[src/design/apcs_pkg.sv]
/*
  Shared constants for the converter power and calibration sequencer:
  timing figures, derived cycle counts, control word layout, power
  modes, calibration kinds and the host register map.
  Assumes a 200 MHz system clock and a 6 MHz nominal master clock.
*/
package apcs_pkg;
  // Clock rates.
  localparam longint SYS_CLK_KHZ = 200_000;
  localparam longint REF_MCLK_KHZ = 6_000;
  localparam longint AUTO_MCLK_KHZ = 4_000;
  localparam longint NS_KHZ = 1_000_000;
  // Times in nanoseconds.
  localparam longint CAL_FULL_NS = 41_700_000;
  localparam longint CAL_GO_NS = 9_260_000;
  localparam longint CAL_ONE_NS = 4_630_000;
  localparam longint CONV_NS = 3_250;
  localparam longint AUTOCAL_NS = 32_000_000;
  localparam longint POR_TOTAL_NS = 35_000_000;
  localparam longint WAKE_NS = 5_000;
  localparam longint PWRUP_NS = 300_000;
  localparam longint INTREF_NS = 135_000_000;
  // Calibration and conversion lengths in master-clock cycles.
  localparam int CAL_FULL_MCLK = int'(CAL_FULL_NS * REF_MCLK_KHZ / NS_KHZ);
  localparam int CAL_GO_MCLK = int'(CAL_GO_NS * REF_MCLK_KHZ / NS_KHZ);
  localparam int CAL_ONE_MCLK = int'(CAL_ONE_NS * REF_MCLK_KHZ / NS_KHZ);
  localparam int CONV_MCLK =
    int'((CONV_NS * REF_MCLK_KHZ + NS_KHZ - 1) / NS_KHZ);
  localparam int AUTOCAL_MCLK = int'(AUTOCAL_NS * AUTO_MCLK_KHZ / NS_KHZ);
  // Lengths in system-clock cycles.
  localparam int POR_TIMEOUT_CYC =
    int'((POR_TOTAL_NS - AUTOCAL_NS) * SYS_CLK_KHZ / NS_KHZ);
  localparam int WAKE_CYC =
    int'((WAKE_NS * SYS_CLK_KHZ + NS_KHZ - 1) / NS_KHZ);
  localparam int PWRUP_CYC =
    int'((PWRUP_NS * SYS_CLK_KHZ + NS_KHZ - 1) / NS_KHZ);
  localparam int INTREF_CYC =
    int'((INTREF_NS * SYS_CLK_KHZ + NS_KHZ - 1) / NS_KHZ);
  localparam int MCLK_HALF_CYC =
    int'((SYS_CLK_KHZ + 2 * REF_MCLK_KHZ - 1) / (2 * REF_MCLK_KHZ));
  localparam int CNT_W = 32;
  localparam logic [CNT_W-1:0] CNT_ONE = 32'h0000_0001;
  localparam logic [CNT_W-1:0] CNT_ZERO = 32'h0000_0000;
  // Control word carried on the link.
  localparam int CW_W = 6;
  localparam int CW_PM_LO = 0;
  localparam int CW_PM_HI = 1;
  localparam int CW_KIND_LSB = 2;
  localparam int CW_KIND_MSB = 4;
  localparam int CW_TRIM = 5;
  // Power-management codes {power_mgmt_hi, power_mgmt_lo}.
  localparam logic [1:0] PM_HW = 2'h0;
  localparam logic [1:0] PM_BETWEEN_FULL = 2'h1;
  localparam logic [1:0] PM_OFF = 2'h2;
  localparam logic [1:0] PM_BETWEEN_PART = 2'h3;
  // Calibration kinds: top bit selects the system family.
  localparam int KIND_SYS = 2;
  localparam logic [1:0] CK_FULL = 2'h0;
  localparam logic [1:0] CK_GAIN_OFFSET = 2'h1;
  localparam logic [2:0] KIND_RESET = 3'h0;
  // Host register map and fields.
  localparam int HR_W = 8;
  localparam logic [1:0] HREG_CTRL = 2'h0;
  localparam logic [1:0] HREG_CMD = 2'h1;
  localparam logic [1:0] HREG_STATUS = 2'h2;
  localparam int HC_LONG_IDLE = 5;
  localparam int HC_SLEEP = 6;
  localparam logic [HR_W-1:0] HCTRL_RESET = 8'h40;
  localparam int HCMD_WRITE = 0;
  localparam int HCMD_CONV = 1;
  localparam int HCMD_CAL = 2;
  localparam int HCMD_FINAL = 3;
  localparam int HCMD_W = 4;
  localparam logic [3:0] HOST_GAP_CYC = 4'h4;
endpackage : apcs_pkg

[src/design/apcs_if.sv]
/*
  Link between the converter sequencer and its host controller.
  Holds plain wires; both ends run on the same system clock.
*/
`timescale 1ns/1ps
`default_nettype none
interface apcs_if;
  import apcs_pkg::*;
  logic master_clock_in;
  logic convert_start_n;
  logic cal_n;
  logic sleep_n;
  logic ctrl_wr;
  logic [CW_W-1:0] ctrl_word;
  logic busy;
  modport device (
    input master_clock_in, convert_start_n, cal_n, sleep_n,
    input ctrl_wr, ctrl_word,
    output busy
  );
  modport host (
    output master_clock_in, convert_start_n, cal_n, sleep_n,
    output ctrl_wr, ctrl_word,
    input busy
  );
endinterface : apcs_if
`default_nettype wire

[src/design/apcs_host.sv]
/*
  Host end: drives convert, calibrate, sleep and control writes,
  generates the master clock and keeps the host timing obligations.
  Software reaches it through a plain address/strobe register port.
*/
`timescale 1ns/1ps
`default_nettype none
module apcs_host import apcs_pkg::*; #(
  parameter bit USE_INTERNAL_REF = 1'b0,
  parameter int PWRUP_WAIT = PWRUP_CYC,
  parameter int INTREF_WAIT = INTREF_CYC
) (
  // Clock and reset.
  input wire logic sys_clk,
  input wire logic rst_n,
  // Software register port.
  input wire logic [1:0] reg_addr,
  input wire logic [HR_W-1:0] reg_wdata,
  input wire logic reg_wr,
  input wire logic reg_rd,
  output logic [HR_W-1:0] reg_rdata,
  // Link to the device.
  apcs_if.host link
);
  typedef enum logic [2:0] {
    H_START, H_IDLE, H_WR, H_CNV, H_CAL, H_GAP
  } apcs_host_state_type;

  apcs_host_state_type state_reg, state_next;
  logic [HR_W-1:0] ctrl_reg, rdata_reg;
  logic [HCMD_W-1:0] pend_reg, take;
  logic [CNT_W-1:0] cnt_reg, cnt_next, guard_reg;
  logic [CW_W-1:0] word_reg, word_next;
  logic wr_reg, cnv_n_reg, cal_n_reg, then_cnv_reg, then_cnv_next;
  logic por_act_reg, cancel_ok_reg, busy_q_reg, mclk_reg;
  logic [CNT_W-1:0] mclk_cnt_reg;

  wire ctrl_sel = reg_wr && reg_addr == HREG_CTRL;
  wire cmd_sel = reg_wr && reg_addr == HREG_CMD;
  wire [1:0] pm_cur = ctrl_reg[CW_PM_HI:CW_PM_LO];
  wire [CW_W-1:0] plain_word = {1'b0, ctrl_reg[CW_KIND_MSB:CW_PM_LO]};
  // Nothing new goes out while the device is busy.
  wire ready = !link.busy && !por_act_reg && !busy_q_reg;
  wire final_long = pend_reg[HCMD_FINAL] && ctrl_reg[HC_LONG_IDLE];
  wire [CW_W-1:0] part_word = {plain_word[CW_W-1:CW_PM_HI+1],
    PM_BETWEEN_PART};
  wire [CW_W-1:0] up_word = {plain_word[CW_W-1:CW_PM_HI+1],
    PM_BETWEEN_FULL};
  wire [1:0] status = {por_act_reg, guard_reg != CNT_ZERO};
  wire [HR_W-1:0] rd_mux =
    (reg_addr == HREG_CTRL) ? ctrl_reg :
    (reg_addr == HREG_CMD) ? {4'h0, pend_reg} :
    (reg_addr == HREG_STATUS) ?
      {4'h0, state_reg != H_IDLE, status, link.busy} : 8'h00;

  always_comb begin
    state_next = state_reg;
    cnt_next = (cnt_reg != CNT_ZERO) ? cnt_reg - CNT_ONE : CNT_ZERO;
    word_next = word_reg;
    then_cnv_next = then_cnv_reg;
    take = 4'h0;
    case (state_reg)
      H_START: begin
        // Early write cancels the power-on calibration.
        word_next = plain_word;
        state_next = USE_INTERNAL_REF ? H_WR : H_IDLE;
      end
      H_IDLE: begin
        then_cnv_next = 1'b0;
        if (ready && pend_reg[HCMD_WRITE]) begin
          take[HCMD_WRITE] = 1'b1;
          word_next = plain_word;
          state_next = H_WR;
        end else if (ready && (pend_reg[HCMD_CONV] ||
                               pend_reg[HCMD_FINAL])) begin
          take[HCMD_CONV] = 1'b1;
          take[HCMD_FINAL] = 1'b1;
          cnt_next = CNT_W'(WAKE_CYC);
          state_next = H_CNV;
          if (final_long || pm_cur == PM_OFF) begin
            word_next = final_long ? part_word : up_word;
            then_cnv_next = 1'b1;
            state_next = H_WR;
          end
        end else if (ready && pend_reg[HCMD_CAL] &&
                     guard_reg == CNT_ZERO) begin
          take[HCMD_CAL] = 1'b1;
          cnt_next = CNT_W'(WAKE_CYC);
          state_next = H_CAL;
        end
      end
      H_WR: begin
        // Each write is one whole word in one strobe.
        cnt_next = CNT_W'(WAKE_CYC);
        state_next = then_cnv_reg ? H_CNV : H_IDLE;
      end
      H_CNV: begin
        if (cnt_reg == CNT_ONE) begin
          cnt_next = CNT_W'(HOST_GAP_CYC);
          state_next = H_GAP;
        end
      end
      H_CAL: begin
        // Low long enough to cover a wake from power-down.
        if (cnt_reg == CNT_ONE) begin
          cnt_next = CNT_W'(HOST_GAP_CYC);
          state_next = H_GAP;
        end
      end
      H_GAP: begin
        // Lets busy rise before the next request is considered.
        if (cnt_reg == CNT_ONE) begin
          state_next = H_IDLE;
        end
      end
      default: begin
        state_next = H_IDLE;
      end
    endcase
  end

  always_ff @(posedge sys_clk or negedge rst_n) begin
    if (!rst_n) begin
      state_reg <= H_START;
      cnt_reg <= CNT_ZERO;
      word_reg <= 6'h00;
      then_cnv_reg <= 1'b0;
      wr_reg <= 1'b0;
      cnv_n_reg <= 1'b1;
      cal_n_reg <= 1'b1;
    end else begin
      state_reg <= state_next;
      cnt_reg <= cnt_next;
      word_reg <= word_next;
      then_cnv_reg <= then_cnv_next;
      wr_reg <= (state_next == H_WR);
      cnv_n_reg <= (state_next != H_CNV);
      cal_n_reg <= (state_next != H_CAL);
    end
  end

  // A new command bit wins over the take in the same cycle.
  always_ff @(posedge sys_clk or negedge rst_n) begin
    if (!rst_n) begin
      ctrl_reg <= HCTRL_RESET;
      pend_reg <= 4'h0;
      rdata_reg <= 8'h00;
    end else begin
      if (ctrl_sel) ctrl_reg <= reg_wdata;
      pend_reg <= (pend_reg & ~take) |
        (cmd_sel ? reg_wdata[HCMD_W-1:0] : 4'h0);
      rdata_reg <= reg_rd ? rd_mux : 8'h00;
    end
  end

  // Power-on tracking and the calibration guard.
  always_ff @(posedge sys_clk or negedge rst_n) begin
    if (!rst_n) begin
      por_act_reg <= 1'b0;
      cancel_ok_reg <= 1'b1;
      busy_q_reg <= 1'b0;
      guard_reg <= CNT_W'(USE_INTERNAL_REF ? INTREF_WAIT : 0);
    end else begin
      busy_q_reg <= link.busy;
      if (wr_reg && cancel_ok_reg) begin
        cancel_ok_reg <= 1'b0;
        guard_reg <= CNT_W'(USE_INTERNAL_REF ? INTREF_WAIT :
          PWRUP_WAIT);
      end else if (guard_reg != CNT_ZERO) begin
        guard_reg <= guard_reg - CNT_ONE;
      end
      if (state_reg == H_CNV && cancel_ok_reg) begin
        cancel_ok_reg <= 1'b0;
        por_act_reg <= 1'b1;
      end else if (busy_q_reg && !link.busy) begin
        por_act_reg <= 1'b0;
      end
    end
  end

  always_ff @(posedge sys_clk or negedge rst_n) begin
    if (!rst_n) begin
      mclk_reg <= 1'b0;
      mclk_cnt_reg <= CNT_ZERO;
    end else if (mclk_cnt_reg == CNT_W'(MCLK_HALF_CYC - 1)) begin
      mclk_reg <= ~mclk_reg;
      mclk_cnt_reg <= CNT_ZERO;
    end else begin
      mclk_cnt_reg <= mclk_cnt_reg + CNT_ONE;
    end
  end

  assign reg_rdata = rdata_reg;
  assign link.master_clock_in = mclk_reg;
  assign link.convert_start_n = cnv_n_reg;
  assign link.cal_n = cal_n_reg;
  assign link.sleep_n = ctrl_reg[HC_SLEEP];
  assign link.ctrl_wr = wr_reg;
  assign link.ctrl_word = word_reg;
endmodule : apcs_host
`default_nettype wire

[src/flat_wrapper.sv]
// flat-port wrapper written by rule: the top's interface ports become plain ports
module apcs_host_flat import apcs_pkg::*;
#(
  parameter bit USE_INTERNAL_REF = 1'b0,
  parameter int PWRUP_WAIT = PWRUP_CYC,
  parameter int INTREF_WAIT = INTREF_CYC
)
  (sys_clk, rst_n, reg_addr, reg_wdata, reg_wr, reg_rd, reg_rdata, link_master_clock_in, link_convert_start_n, link_cal_n, link_sleep_n, link_ctrl_wr, link_ctrl_word, link_busy);
  apcs_if link_i ();
  input wire logic sys_clk;
  input wire logic rst_n;
  input wire logic [1:0] reg_addr;
  input wire logic [HR_W-1:0] reg_wdata;
  input wire logic reg_wr;
  input wire logic reg_rd;
  output logic [HR_W-1:0] reg_rdata;
  output wire logic [$bits(link_i.master_clock_in)-1:0] link_master_clock_in;
  output wire logic [$bits(link_i.convert_start_n)-1:0] link_convert_start_n;
  output wire logic [$bits(link_i.cal_n)-1:0] link_cal_n;
  output wire logic [$bits(link_i.sleep_n)-1:0] link_sleep_n;
  output wire logic [$bits(link_i.ctrl_wr)-1:0] link_ctrl_wr;
  output wire logic [$bits(link_i.ctrl_word)-1:0] link_ctrl_word;
  input wire logic [$bits(link_i.busy)-1:0] link_busy;
  assign link_master_clock_in = link_i.master_clock_in;
  assign link_convert_start_n = link_i.convert_start_n;
  assign link_cal_n = link_i.cal_n;
  assign link_sleep_n = link_i.sleep_n;
  assign link_ctrl_wr = link_i.ctrl_wr;
  assign link_ctrl_word = link_i.ctrl_word;
  assign link_i.busy = link_busy;
  apcs_host #(.USE_INTERNAL_REF(USE_INTERNAL_REF), .PWRUP_WAIT(PWRUP_WAIT), .INTREF_WAIT(INTREF_WAIT)) u_core (.sys_clk(sys_clk), .rst_n(rst_n), .reg_addr(reg_addr), .reg_wdata(reg_wdata), .reg_wr(reg_wr), .reg_rd(reg_rd), .reg_rdata(reg_rdata), .link(link_i));
endmodule
[config.mk]
export PLATFORM = sky130hd
export DESIGN_NAME = apcs_host_flat
export DESIGN_NICKNAME = d
export VERILOG_FILES = /design/src/design/apcs_pkg.sv /design/src/design/apcs_if.sv /design/src/design/apcs_host.sv /design/src/flat_wrapper.sv
export SDC_FILE = /design/constraint.sdc
export NUM_CORES = 1
export LEC_CHECK = 0
export ABC_AREA = 1
export BUFFER_PORTS_ARGS = -buffer_cell sky130_fd_sc_hd__buf_2
export CORE_ASPECT_RATIO = 1.1
export CORE_MARGIN = 1.5
export CORE_UTILIZATION = 40
export CTS_BUF_LIST = sky130_fd_sc_hd__clkbuf_4
export DETAILED_ROUTE_END_ITERATION = 8
export HOLD_SLACK_MARGIN = 0.15
export PLACE_DENSITY = 0.65
export REMOVE_ABC_BUFFERS = 1
export SETUP_SLACK_MARGIN = 0.3
export SLEW_MARGIN = 20
export SYNTH_ARGS = -nofsm -noshare
export SYNTH_HDL_FRONTEND = slang
export SYNTH_SLANG_ARGS = --single-unit
export TNS_END_PERCENT = 20
[constraint.sdc]
create_clock -name sys_clk -period 2.5 [get_ports sys_clk]
set_input_delay 0.125 -clock sys_clk [delete_from_list [all_inputs] [get_ports sys_clk]]
set_output_delay 0.125 -clock sys_clk [all_outputs]
set_load 0.01 [all_outputs]
==> impl_metrics.yaml, run 1 <==
outcome:
  status: "complete, no violations"
final_layout:
  stdcell_count: 1212
  syn2layout_area_growth_pct: 15.6
  layout.nets: 985
  drive_gt1_share_pct: 12.8
  fillers: 1651
place:
  place.gp.congestion: 0.923
  dpl.cell_count: 1152
  dp_hpwl_um: 11400
  io_buffers: 32
setup_path:
  worstPathMaxFanout: 16
  path_cells: "dlygate4sd3_1 > buf_2 > nor2_1 > nand2_1 > nor2_1 > dlygate4sd3_1 > a21oi_1 > dlygate4sd3_1"
  crit_top_cell: "dlygate4sd3_1"
  crit_slowest_cell: "dlygate4sd3_1"
  crit_path_start_kind: "primary input"
  crit_type: "primary input to flip-flop"
  cp.arrival_ns: 2.64
  cp_data_required_time_ns: 3.01
  cp_top_family: "buffers and inverters"
  max_stage_delay_ns: 0.57
  critPathBufInv: 4
  endpoint_kind: "flip-flop"
synthesis:
  synth_area_um2: 7020
  yosys.cell_types.count: 37
  synthFlopType: "dfrtp_1"
  synthCells: 887
  synth_warnings: 0
  ys_seq_area_share_pct: 47.1
  avgSynthCellArea_um2: 7.92
  async_flop_share_pct: 100
  synth-edff-count: 0
  ys_ff_latch: 132
clock_network:
  path_clk_slew_ns: 0.14
  cts.sinks: 132
  cts_buffers: 17
  cts_root_buf: "clkbuf_4"
  h-tree-depth: 4
  cts_tree: "yes"
  cts_max_path_buffers: 2
  clk_latency_ns: 0.56
power:
  clkPwrFrac_pct: 27.5
  p_int_w: 0.00356
  switching_share_pct: 37.4
  power_switching_w: 0.00212
  pwr-share-seq_pct: 45.2
  leakage_nw: 4.48
  max-vdd-ir-drop_uv: 366
  p_total_w: 0.00569
  combinationalPowerShare_pct: 27.2
  p_per_area_nw_per_um2: 701
drt:
  drt-initial-drc-count: 409
  via_per_inst: 4.82
  ant_nets: 0
  wl_um: 15800
  firstDrtPassIters: 5
  drc_errors: 0
  wl_per_cell_um: 13.1
  routed-via-count: 5837
grt:
  grt_pass1_vias: 6070
  grt_pass1_wl_um: 27600
  gr-usage-all-layers_pct: 19.0
  grt.overflow.total: 0
  grt_antenna_before_repair: 1
  grt_max_degree: 63
timing:
  rsz0062_at_grt: "yes"
  fin_crit_sh_pct: 85.1
  finalHoldViolCount: 0
  tns_ns: 0
  period_minus_slack_ns: 2.13
  drv_slew: 0
  relSlewSlack_pct: 53.4
  clock.fmax_ghz: 0.470
  tightestPinTransition_ns: 0.698
  finalSetupViolCount: 0
  fin_worst_skew_ns: 0.0235
worst_hold_path:
  hold_class: "primary input to flip-flop"
floorplanning:
  dieWidth_um: 129
  io_pins: 34
  initial_core_util_pct: 41.1
  std_cell_rows: 50
  core_um2: 17100
  die_h_um: 142
  die_area_um2: 18400
flow_run:
  maxCapViolations: 0
## power groups by stage
stage	sequential (W)	clock, W	combinational (W)
after floorplan	0.00260	0	0.000953
after global placement	0.00261	0	0.00139
after detailed placement	0.00261	0	0.00141
after CTS	0.00257	0.00162	0.00147
after global routing	0.00260	0.00172	0.00177
final	0.00257	0.00157	0.00155
## worst reg2reg max path, cell delays in order (launching register included)
cell and delay (ns):
dfrtp_1 0.44, nor2_1 0.20, nand2_1 0.17, nor2_2 0.17
nand2_2 0.09, nor2_4 0.18, nand2_2 0.07, nand2_1 0.06
nand2_1 0.07, nand2_2 0.08, nand2_2 0.15, nand2_8 0.18
nor2_1 0.06
## Yosys cell counts, types with 3 or more instances
library cell,instances,area share (%)
nand2_1,171,9.1
nor2_1,163,8.7
dfrtp_1,128,46
inv_1,115,6.1
xor2_1,55,6.9
nor3_1,41,2.9
nand3_1,40,2.9
o21ai_0,30,2.1
nand4_1,24,2.1
nor2_2,20,1.8
xnor2_1,18,2.2
a21oi_1,16,1.1
nor4_1,10,0.89
nand2_2,7,0.62
ha_1,6,1.1
or2_2,5,0.45
clkbuf_1,4,0.21
dfstp_2,4,1.5
nor2_4,4,0.64
a31oi_1,3,0.27
## routing by layer
layer,vias up,GRT usage (%),share of wire [%]
li1,2971,-,-
met1,2731,23.7,46
met2,103,31.4,48
met3,32,4.89,4.1
met4,0,7.69,2.3
met5,-,0,0
## path summary, 6_finish.rpt
| check | startpoint | to | slack [ns] | cells past startpoint |
|---|---|---|---|---|
| hold / removal | link_busy | u_core.busy_q_reg | 0.25 | 2 |
| setup reg to reg | u_core.guard_reg[6] | u_core.cnt_reg[25] | 0.48 | 12 |
| min in group asynchronous | rst_n | u_core.guard_reg[16] | 0.65 | 4 |
| hold reg to reg | u_core.link.ctrl_wr | u_core.cancel_ok_reg | 0.46 | 1 |
| setup / recovery | reg_addr[0] | u_core.ctrl_reg[6] | 0.37 | 8 |
| max in group asynchronous | rst_n | u_core.link.convert_start_n | 1.48 | 4 |
## cell usage in the layout (no fill, tap or decap), drive strengths merged, types with 2 or more instances in the layout
cell type / instances
o21ai: 31
bufinv: 2
nand3b: 2
a211oi: 2
nand4: 24
nand3: 40
dfrtp: 128
a21oi: 16
inv: 127
and3: 2
buf: 42
nand2: 180
clkbuf: 17
nor4: 10
dfstp: 4
ha: 6
clkinv: 2
xor2: 55
xnor2: 18
or2: 5
nor2: 187
nor3: 43
a31oi: 3
o22ai: 2
dlygate4sd3: 22
## final cells by class
type	count	area [um^2]	area share (%)
clock inverters	15	185	2.28
repair buffers	64	494	6.09
flip-flops and latches	132	3310	40.8
clock buffers	17	128	1.57
diodes	1	2.50	0.0308
well taps	234	293	3.61
inverters	117	439	5.41
multi-input cells	632	3260	40.2
## timing repair
item / 4_1_cts / 5_1_grt
setup buffers: 0 / 3
endpoints found under the hold margin: 157 / 0
setup endpoints to repair: 0 / 29
gates resized for setup: 0 / 7
hold buffers: 23 / 0
## per-stage QoR
step	utilization, %	area (um^2)	setup WS [ns]	hold WS [ns]
after floorplan	-	6970	0.714	-0.171
after global placement	43.8	7480	0.494	0.0795
after detailed placement	43.8	7480	0.446	0.0769
after CTS	47.1	8050	0.406	0.206
after global routing	47.5	8120	0.277	0.240
final	47.5	8120	0.371	0.248
## kinds of logic after synthesis
family          count (synthesis)  synth area share [%]
simple gates                  493                  31.1
flops                         132                  47.1
buf+inv                       124                  7.02
xor+xnor                       73                  9.11
compound gates                 58                  4.54
fa+ha+maj                       6                  1.07
other cells                     1                0.0534
Power figures use the tool's default switching activity.
==> run 2, diff against run 1 <==
Settings changed: RECOVER_POWER set to 50.
==> run 2 against run 1 <==
Effect of this change: wire length hardly changed; design area is 0.49% lower; utilization is 0.23 points lower; highest routed layer unchanged; sequential power is essentially flat.
==> impl_metrics.yaml, run 2 (synthesis results as in run 1) <==
clock_network:
  cts_buffers: 17
  path_clk_slew_ns: 0.14
  h-tree-depth: 4
  cts_max_path_buffers: 2
  cts.sinks: 132
  cts_tree: "yes"
  clk_latency_ns: 0.57
  cts_root_buf: "clkbuf_4"
final_layout:
  drive_gt1_share_pct: 12.4
  layout.nets: 985
  fin_util_pct: 47.3
  final_common_cell: "nand2_1"
  fillers: 1659
  syn2layout_area_growth_pct: 15.0
  final_cell_mix: "nand2_1, nor2_1, dfrtp_1"
  stdcell_count: 1212
timing:
  relSlewSlack_pct: 29.9
  period_minus_slack_ns: 2.11
  drv_slew: 0
  finalSetupViolCount: 0
  tightestPinTransition_ns: 1.05
  fin_worst_skew_ns: 0.0256
  worst_slack_ns: 0.389
  finalHoldViolCount: 0
  hold_ws_ns: 0.272
  rsz0062_at_grt: "yes"
  fin_crit_sh_pct: 84.4
  clock.fmax_ghz: 0.474
  tns_ns: 0
floorplanning:
  io_pins: 34
  core_um2: 17100
  die_area_um2: 18400
  dieWidth_um: 129
  initial_core_util_pct: 41.1
  die_h_um: 142
  std_cell_rows: 50
drt:
  firstDrtPassIters: 6
  via_per_inst: 4.84
  wl_per_cell_um: 13.1
  wl_um: 15800
  ant_nets: 0
  drt-initial-drc-count: 401
  routed-via-count: 5872
  drc_errors: 0
outcome:
  status: "complete, no violations"
setup_path:
  critPathBufInv: 4
  cp.depth: 8
  cp_top_family: "buffers and inverters"
  cp_data_required_time_ns: 3.02
  endpoint_kind: "flip-flop"
  max_stage_delay_ns: 0.57
  crit_type: "primary input to flip-flop"
  cp-startpoint: "reg_addr[0]"
  path_cells: "dlygate4sd3_1 > clkbuf_2 > nor2_1 > nand2_1 > nor2_1 > dlygate4sd3_1 > a21oi_1 > dlygate4sd3_1"
  r2r_cells: 12
  crit_path_start_kind: "primary input"
  cp.arrival_ns: 2.63
  crit_top_cell: "dlygate4sd3_1"
  worstPathMaxFanout: 16
  worstReg2RegStart: "u_core.guard_reg[6]"
  crit_slowest_cell: "dlygate4sd3_1"
grt:
  grt_max_degree: 63
  grt_antenna_before_repair: 1
  grtUsageMet2_pct: 31.4
  grt_pass1_wl_um: 27600
  met3_usage_pct: 4.89
  grt.overflow.total: 0
  met1_usage_pct: 23.7
  grt_pass1_vias: 6070
  gr-usage-all-layers_pct: 19.0
  grt.busiest_layer: "met2"
place:
  dp_hpwl_um: 11400
  dpl.cell_count: 1152
  pre_cts_ws_ns: 0.446
  io_buffers: 32
  place.gp.congestion: 0.923
flow_run:
  maxCapViolations: 0
worst_hold_path:
  hold_class: "primary input to flip-flop"
  whs_path_depth: 2
  hold_path.startpoint: "link_busy"
power:
  max-vdd-ir-drop_uv: 366
  leakage_nw: 4.46
  p_per_area_nw_per_um2: 703
-- run 2: metal layers --
metal | up-vias | share of wire [%] | wire (um)
met1 | 2733 | 46 | 7220
met4 | 0 | 2.4 | 376
met5 | - | 0 | 0
li1 | 2972 | - | -
met3 | 37 | 4.3 | 687
met2 | 130 | 48 | 7530
-- run 2: what timing repair did --
action,in CTS,in global routing
buffers inserted,0,3
gates resized for setup,0,7
endpoints found under the hold margin,157,0
setup endpoints to repair,0,29
hold buffers,23,0
-- run 2: path summary, 6_finish.rpt --
check | to | slack [ns]
setup / recovery | u_core.ctrl_reg[6] | 0.39
hold / removal | u_core.busy_q_reg | 0.27
setup reg to reg | u_core.cnt_reg[25] | 0.48
hold reg to reg | u_core.cancel_ok_reg | 0.46
max in group asynchronous | u_core.cnt_reg[20] | 0.60
min in group asynchronous | u_core.link.cal_n | 0.85
-- run 2: layout make-up --
cell class	instances	area [um^2]	share of cell area (%)
Multi-Input combinational cell	632	3260	40.4
Clock buffer	17	128	1.58
Timing Repair Buffer	64	459	5.69
Clock inverter	15	185	2.29
Inverter	117	439	5.44
Sequential cell	132	3310	41.0
Antenna cell	1	2.50	0.0310
Tap cell	234	293	3.63
-- run 2: power breakdown --
group / switching, W / leakage, nW / internal, W
registers: 0.000184 / 1.74 / 0.00239
logic: 0.00101 / 2.55 / 0.000525
clock network: 0.000923 / 0.168 / 0.000644
total: 0.00212 / 4.46 / 0.00356
-- run 2: metrics by stage --
| stage | cell area, um^2 | total power (W) |
|---|---|---|
| final | 8080 | 0.00568 |
| after global routing | 8080 | 0.00609 |
| after floorplan | 6970 | 0.00355 |
| after detailed placement | 7480 | 0.00402 |
| after CTS | 8050 | 0.00566 |
| after global placement | 7480 | 0.00400 |
==> run 3, diff against run 2 <==
Settings changed: ABC_AREA 1 to 0, PLACE_DENSITY 0.65 to 0.67.
Clock period 2.5 ns to 1.9 ns, I/O delays scaled along.
==> run 3 against run 2 <==
Effect of this change: the flow now finishes with violations (setup timing); global-route usage grew 0.59 points; setup slack got worse by 0.87 ns; clock skew is 0.010 ns lower; critical path depth shrank 1; flip-flop and latch count unchanged; critical endpoint is now u_core.cnt_reg[27]; final cell count down 16%; register-to-register slack lost 0.96 ns; critical path type is now flip-flop to flip-flop.
==> impl_metrics.yaml, run 3 <==
drt:
  firstDrtPassIters: 5
  met2_length_um: 8260
  ant_nets: 0
  routed-via-count: 5440
  wl_per_cell_um: 15.5
  drt-initial-drc-count: 411
  drc_errors: 0
  wl_met3_um: 486
  wl_um: 15800
  via_per_inst: 5.36
  drt-met1-wl_um: 6710
  top_layer_used: "met4"
worst_hold_path:
  hold_class: "primary input to flip-flop"
  whs_path_depth: 3
floorplanning:
  dieWidth_um: 124
  initial_core_util_pct: 41.0
  die_area_um2: 16800
  core_um2: 15700
  die_h_um: 136
  std_cell_rows: 48
  io_pins: 34
final_layout:
  drive_gt1_share_pct: 35.5
  final_common_cell: "dfrtp_1"
  syn2layout_area_growth_pct: 34.7
  final_cell_mix: "dfrtp_1, buf_4, nor2_1"
  layout.nets: 821
synthesis:
  ys_seq_area_share_pct: 51.5
  synth_most_common_cell: "dfrtp_1"
  async_flop_share_pct: 100
  synth_area_um2: 6430
  ys_ff_latch: 132
  yosysTopAreaCellShare_pct: 49.8
  synth-edff-count: 0
  synthFlopType: "dfrtp_1"
  synthCells: 624
  avgSynthCellArea_um2: 10.3
  synth_warnings: 0
  synthTopCellsByArea: "dfrtp_1, xnor2_1, nor2_1, xor2_1, nor4_1"
  yosys.cell_types.count: 59
  synth_top_area_cell: "dfrtp_1"
  synthTopCellsByCount: "dfrtp_1, nor2_1, xnor2_1"
timing:
  fin_crit_sh_pct: 125
  tightestPinTransition_ns: 1.08
  finalHoldViolCount: 0
  period_minus_slack_ns: 2.38
  relSlewSlack_pct: 28.2
  rsz0062_at_grt: "yes"
  drv_slew: 0
  clock.fmax_ghz: 0.420
  worst_slack_ns: -0.478
  tns_ns: -24.48
  finalSetupViolCount: 71
  fin_worst_skew_ns: 0.0155
setup_path:
  r2r_cells: 7
  cp.arrival_ns: 2.83
  worstPathMaxFanout: 6
  cp_data_required_time_ns: 2.35
  endpoint_kind: "flip-flop"
  crit_type: "flip-flop to flip-flop"
  crit_path_start_kind: "flip-flop"
power:
  max-vdd-ir-drop_uv: 358
  p_per_area_nw_per_um2: 601
  switching_share_pct: 23.1
  power_switching_w: 0.00120
  combinationalPowerShare_pct: 4.5
  leakage_nw: 3.86
  clkPwrFrac_pct: 39.9
  p_int_w: 0.00400
  p_total_w: 0.00521
  pwr-share-seq_pct: 55.7
grt:
  grt.overflow.total: 0
  grt_max_degree: 80
  grt_antenna_before_repair: 0
  grt_pass1_wl_um: 26200
  gr-usage-all-layers_pct: 19.6
  grt_pass1_vias: 5597
place:
  place.gp.congestion: 0.851
  pre_cts_ws_ns: -0.631
  dp_hpwl_um: 10100
  io_buffers: 32
outcome:
  status: "finished, violations left"
  violations: "setup timing"
clock_network:
  cts_tree: "yes"
  clk_latency_ns: 0.56
  cts.sinks: 132
  h-tree-depth: 4
  cts_buffers: 17
  cts_max_path_buffers: 2
  cts_root_buf: "clkbuf_4"
  path_clk_slew_ns: 0.11
flow_run:
  maxCapViolations: 0
## run 3: cell types whose count changed after synthesis, moves of 20 or more
cell     previous run  this run
xor2_1             55        28
nand2_1           171        42
nor2_1            163        81
nor2_2             20         0
xnor2_1            18        55
inv_1             115        11
## run 3: final cells by class
cell class	count	area, um^2
Inverter	11	41.3
Multi-Input combinational cell	466	3470
Antenna cell	1	2.50
Clock inverter	13	164
Fill cell	1304	7020
Tap cell	200	250
Clock buffer	19	143
Timing Repair Buffer	172	1270
Sequential cell	132	3310
## run 3: critical path: stages, from the launching register on
cell and delay [ns]:
dfrtp_1 0.39, or4_4 0.57, nor4_4 0.19, or3b_4 0.44
o31ai_4 0.29, o21bai_4 0.19, buf_6 0.15, nor2_1 0.05
## run 3: worst paths after layout
check                      slack [ns]                          end                         from
setup / recovery                -0.48           u_core.cnt_reg[27]           u_core.cnt_reg[18]
hold / removal                   0.30           u_core.ctrl_reg[6]                 reg_wdata[6]
setup reg to reg                -0.48           u_core.cnt_reg[27]           u_core.cnt_reg[18]
hold reg to reg                  0.48  u_core.link.master_clock_in  u_core.link.master_clock_in
max in group asynchronous        0.15      u_core.mclk_cnt_reg[19]                        rst_n
min in group asynchronous        0.71          u_core.reg_rdata[3]                        rst_n
## run 3: logic make-up after synthesis
kind of cell / synth area share (%)
and+or+nand+nor: 24.7
DFF: 51.5
xor gates and xnor gates: 11.3
AOI/OAI and AO/OA: 6.48
buffers and inverters: 2.22
muxes: 2.55
adders and majority gates: 1.17
other: 0.0584
## run 3: metrics by stage
step                area, um^2  cells  hold slack (ns)  utilization, %
CTS                       8500   1013            0.268            54.2
detailed placement        7630    954          -0.0908            48.7
finish                    8660   1014            0.303            55.2
floorplan                 6320    606           -0.201               -
global placement          7630    954          -0.0922            48.7
global route              8660   1013            0.292            55.2
## run 3: power groups by stage
stage	clock network, W	logic, W	registers, W
floorplan	0	0.0000762	0.00295
global placement	0	0.000200	0.00295
detailed placement	0	0.000207	0.00295
CTS	0.00211	0.000243	0.00290
global route	0.00226	0.000262	0.00291
finish	0.00208	0.000233	0.00290
## run 3: timing repair
| action | 4_1_cts | 5_1_grt |
|---|---|---|
| endpoints found under the hold margin | 154 | 0 |
| buffers inserted | 5 | 0 |
| setup endpoints to repair | 98 | 117 |
| gates cloned | 3 | 0 |
| hold buffers | 19 | 0 |
| pin swaps | 64 | 26 |
| resized for setup | 68 | 51 |
## run 3: routing by layer
| metal | vias to the layer above | track usage [%] |
|---|---|---|
| li1 | 2571 | - |
| met2 | 110 | 33.9 |
| met4 | 0 | 8.11 |
| met1 | 2732 | 23.9 |
| met3 | 27 | 3.61 |
| met5 | - | 0 |
